File: config.mk
export PLATFORM = sky130hd
export DESIGN_NAME = sba_arbiter
export DESIGN_NICKNAME = d
export VERILOG_FILES = /design/src/sba_pkg.sv /design/src/sba_rr_pick.sv /design/src/sba_arbiter.sv
export VERILOG_INCLUDE_DIRS = /design/src
export SDC_FILE = /design/constraint.sdc
export NUM_CORES = 1
export LEC_CHECK = 0
export ABC_AREA = 1
export BUFFER_PORTS_ARGS = -buffer_cell sky130_fd_sc_hd__clkbuf_2
export CAP_MARGIN = 10
export CORE_MARGIN = 1
export CORE_UTILIZATION = 64
export CTS_CLUSTER_DIAMETER = 200
export DETAILED_ROUTE_END_ITERATION = 6
export PLACE_DENSITY = 0.86
export SLEW_MARGIN = 20
export SYNTH_ARGS = -nofsm -noshare
export SYNTH_HDL_FRONTEND = slang
export SYNTH_SLANG_ARGS = --single-unit
export TNS_END_PERCENT = 10
File: constraint.sdc
create_clock -name i_clock -period 8.2 [get_ports i_clock]
set_input_delay 0.41 -clock i_clock [delete_from_list [all_inputs] [get_ports i_clock]]
set_output_delay 0.41 -clock i_clock [all_outputs]
set_load 0.02 [all_outputs]
File: src/sba_params.svh
// Purpose: constants of the system bus arbiter
// Assumes: included by the arbiter and its round-robin picker
// Notes: the arbitration control bits sit on plain ports, no software bus
`ifndef SBA_PARAMS_SVH
`define SBA_PARAMS_SVH

`define SBA_MASTERS        8
`define SBA_RING           7
`define SBA_IDX_EXT        3'h0
`define SBA_IDX_CORE       3'h7
`define SBA_CTRL_MODE_BIT  0
`define SBA_CTRL_BOOST_EN  1
`define SBA_CTRL_BOOST_ACT 2
`define SBA_CTRL_RESET     3'h0
`define SBA_PTR_RESET      3'h0

`endif

File: src/sba_pkg.sv
// Purpose: types of the system bus arbiter
// Assumes: nothing beyond the params header
// Notes: master index 0 is the external master, 7 the processor core
package sba_pkg;

	typedef enum logic
	{
		SBA_IDLE,
		SBA_OWNED
	} sba_state_type;

	// control inputs, standing in for the arbitration control register
	typedef struct packed
	{
		logic priority_mode_select;
		logic core_boost_enable;
		logic boost_write;
		logic boost_wdata;
	} sba_ctrl_type;

	typedef struct packed
	{
		logic [2:0] arbitration_control;
		logic       bus_busy;
		logic [2:0] owner;
	} sba_status_type;

endpackage

File: src/sba_rr_pick.sv
// Purpose: round-robin picker over a ring of requesters
// Assumes: pointer below N
// Notes: combinational; the first request at or after the pointer wins
`timescale 1ns/10ps
`include "sba_params.svh"
module sba_rr_pick
	import sba_pkg::*;
#(
	parameter int N = `SBA_RING,
	parameter int W = $clog2(N)
)
(
	// ring
	input  wire logic [N-1:0] i_request,
	input  wire logic [W-1:0] i_pointer,
	// choice
	output logic              o_valid,
	output logic [W-1:0]      o_index
);

	// scan from the far end so the nearest request to the pointer is kept last
	always_comb
	begin
		int idx;
		idx     = 0;
		o_valid = 1'b0;
		o_index = '0;
		for (int k = N - 1; k >= 0; k--)
		begin
			idx = (int'(i_pointer) + k) % N;
			if (i_request[idx])
			begin
				o_valid = 1'b1;
				o_index = W'(idx);
			end
		end
	end

endmodule

File: src/sba_arbiter.sv
// Purpose: system bus arbiter for eight masters, fixed or rotating priority
// Assumes: request bits 7..1 come from on-chip logic on i_clock; bit 0 is the external pin
// Notes: grant is registered; a release costs one idle cycle before the next grant
`timescale 1ns/10ps
`include "sba_params.svh"
module sba_arbiter
	import sba_pkg::*;
#(
	parameter int MASTERS = `SBA_MASTERS
)
(
	// clock and reset
	input  wire logic               i_clock,
	input  wire logic               i_reset_n,
	// masters
	input  wire logic [MASTERS-1:0] i_request,
	output logic      [MASTERS-1:0] o_grant,
	// control and core interrupt
	input  wire sba_ctrl_type       i_ctrl,
	input  wire logic               i_core_irq_unmasked,
	// state
	output sba_status_type          o_status
);

	sba_state_type      state_q;
	logic [MASTERS-1:0] grant_q;
	logic [2:0]         owner_q;
	logic [2:0]         ptr_q;
	logic               boost_active_q;
	logic               ext_meta_q;
	logic               ext_sync_q;
	logic [MASTERS-1:0] req_s;
	logic               boost_set;
	logic               boost_on;
	logic               rotating;
	logic [2:0]         fixed_pick;
	logic               rr_valid;
	logic [2:0]         rr_index;
	logic [2:0]         winner_d;
	logic               any_req;
	logic               owner_req;

	// the external request is asynchronous, so it is synchronised first
	always_ff @(posedge i_clock or negedge i_reset_n)
	begin
		if (!i_reset_n)
		begin
			ext_meta_q <= 1'b0;
			ext_sync_q <= 1'b0;
		end
		else
		begin
			ext_meta_q <= i_request[0];
			ext_sync_q <= ext_meta_q;
		end
	end

	assign req_s     = {i_request[MASTERS-1:1], ext_sync_q};
	assign any_req   = |req_s;
	assign owner_req = req_s[owner_q];
	assign rotating  = i_ctrl.priority_mode_select;

	// boost counts only in fixed mode with enable set
	assign boost_on  = !rotating && i_ctrl.core_boost_enable && boost_active_q;

	// lowest index wins; under boost the core is tried right after the external master
	function automatic logic [2:0] fixed_choice(input logic [MASTERS-1:0] req, input logic boost);
		logic [2:0] pick;
		pick = `SBA_IDX_CORE;
		for (int i = MASTERS - 1; i >= 0; i--)
		begin
			if (req[i])
			begin
				pick = 3'(i);
			end
		end
		if (boost && req[`SBA_IDX_CORE] && !req[`SBA_IDX_EXT])
		begin
			pick = `SBA_IDX_CORE;
		end
		return pick;
	endfunction

	assign fixed_pick = fixed_choice(req_s, boost_on);

	sba_rr_pick #(
		.N (`SBA_RING),
		.W (3)
	) u_rr_pick (
		.i_request (req_s[MASTERS-1:1]),
		.i_pointer (ptr_q),
		.o_valid   (rr_valid),
		.o_index   (rr_index)
	);

	always_comb
	begin
		if (!rotating)
		begin
			winner_d = fixed_pick;
		end
		else if (req_s[`SBA_IDX_EXT])
		begin
			winner_d = `SBA_IDX_EXT;
		end
		else
		begin
			winner_d = rr_valid ? 3'(rr_index + 3'h1) : `SBA_IDX_CORE;
		end
	end

	// ownership: one holder at a time, released by dropping its request
	always_ff @(posedge i_clock or negedge i_reset_n)
	begin
		if (!i_reset_n)
		begin
			state_q <= SBA_IDLE;
			grant_q <= '0;
			owner_q <= `SBA_IDX_EXT;
		end
		else
		begin
			unique case (state_q)
				SBA_IDLE:
				begin
					if (any_req)
					begin
						state_q           <= SBA_OWNED;
						grant_q           <= '0;
						grant_q[winner_d] <= 1'b1;
						owner_q           <= winner_d;
					end
				end
				SBA_OWNED:
				begin
					if (!owner_req)
					begin
						state_q <= SBA_IDLE;
						grant_q <= '0;
					end
				end
			endcase
		end
	end

	// rotating pointer moves just past each ring master it grants
	always_ff @(posedge i_clock or negedge i_reset_n)
	begin
		if (!i_reset_n)
		begin
			ptr_q <= `SBA_PTR_RESET;
		end
		else if (state_q == SBA_IDLE && any_req && rotating && winner_d != `SBA_IDX_EXT)
		begin
			ptr_q <= (winner_d == `SBA_IDX_CORE) ? 3'h0 : winner_d;
		end
	end

	// boost-active flag: set beats a clear in the same cycle
	assign boost_set = !rotating && i_ctrl.core_boost_enable && i_core_irq_unmasked;

	always_ff @(posedge i_clock or negedge i_reset_n)
	begin
		if (!i_reset_n)
		begin
			boost_active_q <= 1'b0;
		end
		else if (boost_set)
		begin
			boost_active_q <= 1'b1;
		end
		else if (i_ctrl.boost_write && !i_ctrl.boost_wdata)
		begin
			boost_active_q <= 1'b0;
		end
	end

	// status shown from flops plus the live control levels
	always_comb
	begin
		o_status                                        = '0;
		o_status.arbitration_control[`SBA_CTRL_MODE_BIT]  = i_ctrl.priority_mode_select;
		o_status.arbitration_control[`SBA_CTRL_BOOST_EN]  = i_ctrl.core_boost_enable;
		o_status.arbitration_control[`SBA_CTRL_BOOST_ACT] = boost_active_q;
		o_status.bus_busy                               = (state_q == SBA_OWNED);
		o_status.owner                                  = owner_q;
	end

	assign o_grant = grant_q;
endmodule

==> results by group, run 1 <==
Clock tree
  • TritonCTS buffer count: 3
  • Clk buf depth: 2
  • Clock-pin slew on the worst setup and hold paths: 70 ps
  • # clock sinks: 18
  • H-tree depth: 1
  • Cts repair resizes: 0
  • # hold bufs at CTS: 0
  • CTS tree: done
  • Post-CTS repair timing setup buffer count: 0
  • Clock Latency Late Sink: 250 ps
  • Clk Tree Root Cell: clkbuf_8

Floorplanning
  • Die ar.: 4300 µm²
  • I/O Pins: 30
  • Std-Cell Rows: 22
  • Initial core utilization: 0.686
  • Die width: 65.6 µm
  • Height of the die: 65.6 µm
  • Core area: 3770 µm²

GRT
  • Tot GR Track Use: 0.328
  • Antenna violations before repair: 0
  • Total grt overflow: 0
  • Largest net degree at the start of global routing: 23
  • Vias in the first global route: 2370
  • First-pass GRT wire length: 11000 µm

Synth
  • Mapped Cells: 430
  • Sequential element share of the synthesized area: 0.174
  • Yosys cell types: 36
  • Mean area per synthesized cell: 6.02 µm²
  • Total of warnings raised by yosys: 0
  • #FFs+latches synth: 18
  • Synthesized net count: 466
  • Post-Syn Area: 2590 µm²

Worst setup path
  • Arrival time at the worst endpoint: 5090 ps
  • Startpoint Class: flop
  • Worst endpoint required time: 8350 ps
  • Critical Path Sink Type: flop
  • CP Max Fanout: 22
  • CP max-delay cell: dfrtp_1
  • R2R setup slack: 3260 ps
  • R2r worst-path depth: 34
  • Max incr delay on CP: 810 ps
  • Kind of critical path: reg -> reg
  • Most used cell, CP: nand2_1
  • Worst reg2reg path endpoint: ptr_q[1]$_DFFE_PN0P_
  • R2R Path Start: ptr_q[0]$_DFFE_PN0P_

Timing
  • Setup WS post-layout: 3260 ps
  • Time the worst path needs with I/O delays and setup: 4940 ps
  • Tightest Pin Transition: 930 ps
  • Clock skew: 3.01 ps
  • Final TNS setup: 0 ps
  • RSZ-0062 raised after global routing: no
  • Final Hold Viols: 0
  • Fin crit share: 0.602
  • F_max: 203 MHz
  • Max-slew headroom: 0.375
  • Pins Over Slew Limit: 0
  • Final setup vio count: 0

Layout
  • Nets: 491
  • Fin area: 2780 µm²
  • Layout area overhead: 7.50%
  • Share of cells above drive strength 1: 0.172
  • Post-layout util: 0.738
  • Filler Cell Count: 345
  • # diodes: 0

Routing
  • Post-Route WL: 6700 µm
  • Antenna Nets Post-Route: 0
  • DR WL/cell: 13.3 µm
  • DRC Markers: 0
  • First DRT Iteration DRCs: 320
  • Vias: 2846
  • Vias per cell: 5.67
  • Drt first pass iters: 5

Status
  • Status: complete, no violations

Placed design
  • Post-Place Worst Slack: 3350 ps
  • Port bufs: 29
  • Routability cong.: 0.932
  • DP Area: 2730 µm²
  • Hpwl dp: 5250 µm

Worst hold path
  • Hold WC Path Type: in -> async

Run
  • Max-cap violations: 0
-- cell usage after synthesis (all sizes together) --
master	instances	share of area
o21bai	1	0.0044
nand2	156	0.26
a31oi	4	0.0097
nor2	14	0.021
nor4	1	0.0024
nand4	2	0.0048
nand3b	2	0.0058
a21oi	18	0.036
and2	1	0.0024
or2	3	0.0073
o31ai	4	0.014
nor3	2	0.0039
clkbuf	2	0.0034
xor2	5	0.017
dfrtp	18	0.17
a22oi	1	0.0029
buf	7	0.022
inv	65	0.094
o21ai	41	0.084
nand3	61	0.13
a221oi	1	0.0034
ha	21	0.10
-- how the worst max path moves through the flow --
stage,startpoint,slack [ps],to
after floorplan,ptr_q[1]$_DFFE_PN0P_,3980,ptr_q[1]$_DFFE_PN0P_
after detailed placement,ptr_q[0]$_DFFE_PN0P_,3350,ptr_q[1]$_DFFE_PN0P_
after global placement,ptr_q[0]$_DFFE_PN0P_,3510,ptr_q[1]$_DFFE_PN0P_
after global routing,ptr_q[0]$_DFFE_PN0P_,2770,ptr_q[1]$_DFFE_PN0P_
final,ptr_q[0]$_DFFE_PN0P_,3260,ptr_q[1]$_DFFE_PN0P_
after CTS,ptr_q[0]$_DFFE_PN0P_,3340,ptr_q[1]$_DFFE_PN0P_
-- cell families after synthesis --
logic type | Yosys count | share of synthesized area
xor+xnor | 5 | 0.0169
buf+inv | 74 | 0.120
flops | 18 | 0.174
simple gates | 242 | 0.434
compound gates | 70 | 0.154
fa+ha+maj | 21 | 0.102
-- placed cells by master, fill, tap and decap left out, types with 3 or more instances in the layout --
| cell | count |
|---|---|
| a21oi_1 | 17 |
| a31oi_1 | 4 |
| clkbuf_2 | 29 |
| clkbuf_8 | 4 |
| dfrtp_1 | 18 |
| ha_1 | 21 |
| inv_1 | 59 |
| inv_2 | 6 |
| nand2_1 | 130 |
| nand2_2 | 23 |
| nand2_4 | 3 |
| nand3_1 | 57 |
| nand3_2 | 3 |
| nor2_1 | 13 |
| o21ai_0 | 31 |
| o21ai_1 | 7 |
| o21ai_2 | 3 |
| o31ai_1 | 3 |
| xor2_1 | 5 |
-- through the flow --
| stage | std cells | hold slack [ps] |
|---|---|---|
| after detailed placement | 498 | 350 |
| after global routing | 502 | 119 |
| after CTS | 502 | 97.2 |
| final | 502 | 81.0 |
| after floorplan | 430 | 114 |
| after global placement | 498 | 332 |
-- cell type report --
class | count | area (µm²) | share of cell area
clock buffers | 4 | 55.1 | 0.0198
inverters | 65 | 244 | 0.0877
multi-input cells | 338 | 1830 | 0.657
flip-flops and latches | 18 | 450 | 0.162
well taps | 48 | 60.1 | 0.0216
repair buffers | 29 | 145 | 0.0522
-- metal layers --
layer	global-route usage	vias to the layer above	wire [µm]
met5	0	-	0
met4	0.0516	0	83
met3	0.0417	8	522
met2	0.513	125	2960
met1	0.487	1283	3140
li1	-	1430	-
-- worst max-delay path: cells and delay by family (launching register included) --
kind            cells  cell delay (ps)
flops               1              810
fa+ha+maj           5             1420
simple gates       20             1580
compound gates      3              410
buf+inv             6              610
-- sequential cells by signal, indices dropped and copies added (netlist names) --
| name | count |
|---|---|
| boost_active_q | 1 |
| ext_meta_q | 1 |
| ext_sync_q | 1 |
| o_grant | 8 |
| owner_q | 3 |
| ptr_q | 3 |
| state_q | 1 |
Power of run 1 is not shown: default switching activity piles up to over one toggle a cycle in this logic, so the estimate is an artifact.
==> inputs of run 2 (changes only) <==
CORE_UTILIZATION = 60   (was 64)
PLACE_DENSITY = 0.82   (was 0.86)
clock period = 4.6 ns   (was 8.2 ns; I/O delays follow)
==> run 2 against run 1 <==
Compared with the run above: clock-buffer cell count unchanged; final cell count increased by 2.2%; routed wire length decreased by 0.18%; global-route usage decreased by 2.8 points; first-iteration DRC count decreased by 15%; flip-flop and latch count unchanged; register-to-register slack got worse by 2800 ps; core utilization decreased by 3.1 points; non-clock buffer count increased by 9; clock skew decreased by 1.9 ps; critical path type unchanged.
==> results by group, run 2 (synthesis results as in run 1) <==
Timing
  • Tightest Pin Transition: 901 ps
  • Clock skew: 1.07 ps
  • F_max: 239 MHz
  • Final TNS setup: 0 ps
  • Time the worst path needs with I/O delays and setup: 4180 ps
  • Hold Slack: 80.8 ps
  • Final setup vio count: 0
  • Pins Over Slew Limit: 0
  • Final Hold Viols: 0
  • Fin crit share: 0.910
  • Max-slew headroom: 0.394

GRT
  • First-pass GRT wire length: 10500 µm
  • Vias in the first global route: 2335
  • Total grt overflow: 0
  • Antenna violations before repair: 0
  • Largest net degree at the start of global routing: 22
  • Tot GR Track Use: 0.300

Floorplanning
  • Height of the die: 67.7 µm
  • Initial core utilization: 0.638
  • Die width: 67.7 µm
  • I/O Pins: 30
  • Std-Cell Rows: 23
  • Die ar.: 4580 µm²
  • Core area: 4060 µm²

Worst hold path
  • Min-Delay Startpoint: i_request[0]
  • Hold WC Path Type: in -> reg

Routing
  • Post-Route WL: 6690 µm
  • Vias per cell: 5.61
  • Vias: 2876
  • First DRT Iteration DRCs: 271
  • Drt first pass iters: 5
  • DRC Markers: 0
  • Antenna Nets Post-Route: 0
  • DR WL/cell: 13.0 µm

Worst setup path
  • Most used cell, CP: nand2_1
  • Critical Path Sink Type: flop
  • Worst Setup SP: ptr_q[2]$_DFFE_PN0P_
  • Worst endpoint required time: 4750 ps
  • Startpoint Class: flop
  • Max incr delay on CP: 580 ps
  • R2R Path Start: ptr_q[2]$_DFFE_PN0P_
  • CP max-delay cell: o21ai_0
  • Arrival time at the worst endpoint: 4330 ps
  • R2R setup slack: 420 ps
  • CP Max Fanout: 11
  • Kind of critical path: reg -> reg

Clock tree
  • H-tree depth: 1
  • Clk buf depth: 2
  • # clock sinks: 18
  • Clk Tree Root Cell: clkbuf_8
  • TritonCTS buffer count: 3
  • CTS tree: done
  • Clock Latency Late Sink: 250 ps
  • Clock-pin slew on the worst setup and hold paths: 70 ps

Run
  • Max-cap violations: 0

Layout
  • Most common cell after layout, fill and taps aside: nand2_1
  • # diodes: 0
  • Layout area overhead: 10.7%
  • Fin area: 2870 µm²
  • Flip-flop and latch area: 452 µm²
  • Share of cells above drive strength 1: 0.197
  • Max reg flops: 8
  • Multi-input logic area: 1830 µm²
  • Most frequent cells in the layout: nand2_1 (129), inv_1 (58), nand3_1 (57)
  • Nets: 500
  • Filler Cell Count: 383
  • Finished Layout Cells: 513

Placed design
  • DP Area: 2760 µm²
  • Hpwl dp: 5330 µm
  • Port bufs: 29
  • Routability cong.: 0.949
  • Placed cells: 504

Status
  • Status: complete, no violations
[run 2: per-stage QoR]
stage,worst slack (ps),util
after detailed placement,302,0.680
after global placement,395,0.680
after floorplan,380,-
final,416,0.706
after CTS,284,0.696
after global routing,-17.4,0.706
[run 2: layout make-up]
class / count / area share
well taps: 50 / 0.0218
clock buffers: 4 / 0.0192
flip-flops and latches: 18 / 0.158
inverters: 65 / 0.0860
multi-input cells: 338 / 0.640
repair buffers: 38 / 0.0751
[run 2: worst paths after layout]
kind | endpoint | cells past startpoint
max reg2reg | ptr_q[1]$_DFFE_PN0P_ | 28
max in group asynchronous | ptr_q[2]$_DFFE_PN0P_ | 2
min in group asynchronous | owner_q[1]$_DFFE_PN0P_ | 2
max | ptr_q[1]$_DFFE_PN0P_ | 28
min | ext_meta_q$_DFF_PN0_ | 1
min reg2reg | ext_sync_q$_DFF_PN0_ | 0
[run 2: per-layer routing]
metal  vias up  GRT usage  wire (µm)
met1      1291      0.451       3150
li1       1465          -          -
met5         -          0          0
met2       111      0.478       2910
met3         9     0.0304        581
met4         0     0.0160         46
[run 2: repair_timing]
action	CTS	global route
hold endpoints to repair	18	0
buffers inserted	0	4
hold buffers	1	0
setup endpoints to repair	0	13
resized for setup	0	7
[run 2: critical path, delay by kind of cell (launching register included)]
kind,cells,cell delay (ps)
AO/OA/AOI/OAI,6,1290
flip-flops,1,490
adder cells (fa/ha/maj),3,670
AND/OR/NAND/NOR,14,1160
buffers and inverters,4,310
XOR/XNOR,1,160
Power of run 2 is left out for the same reason.
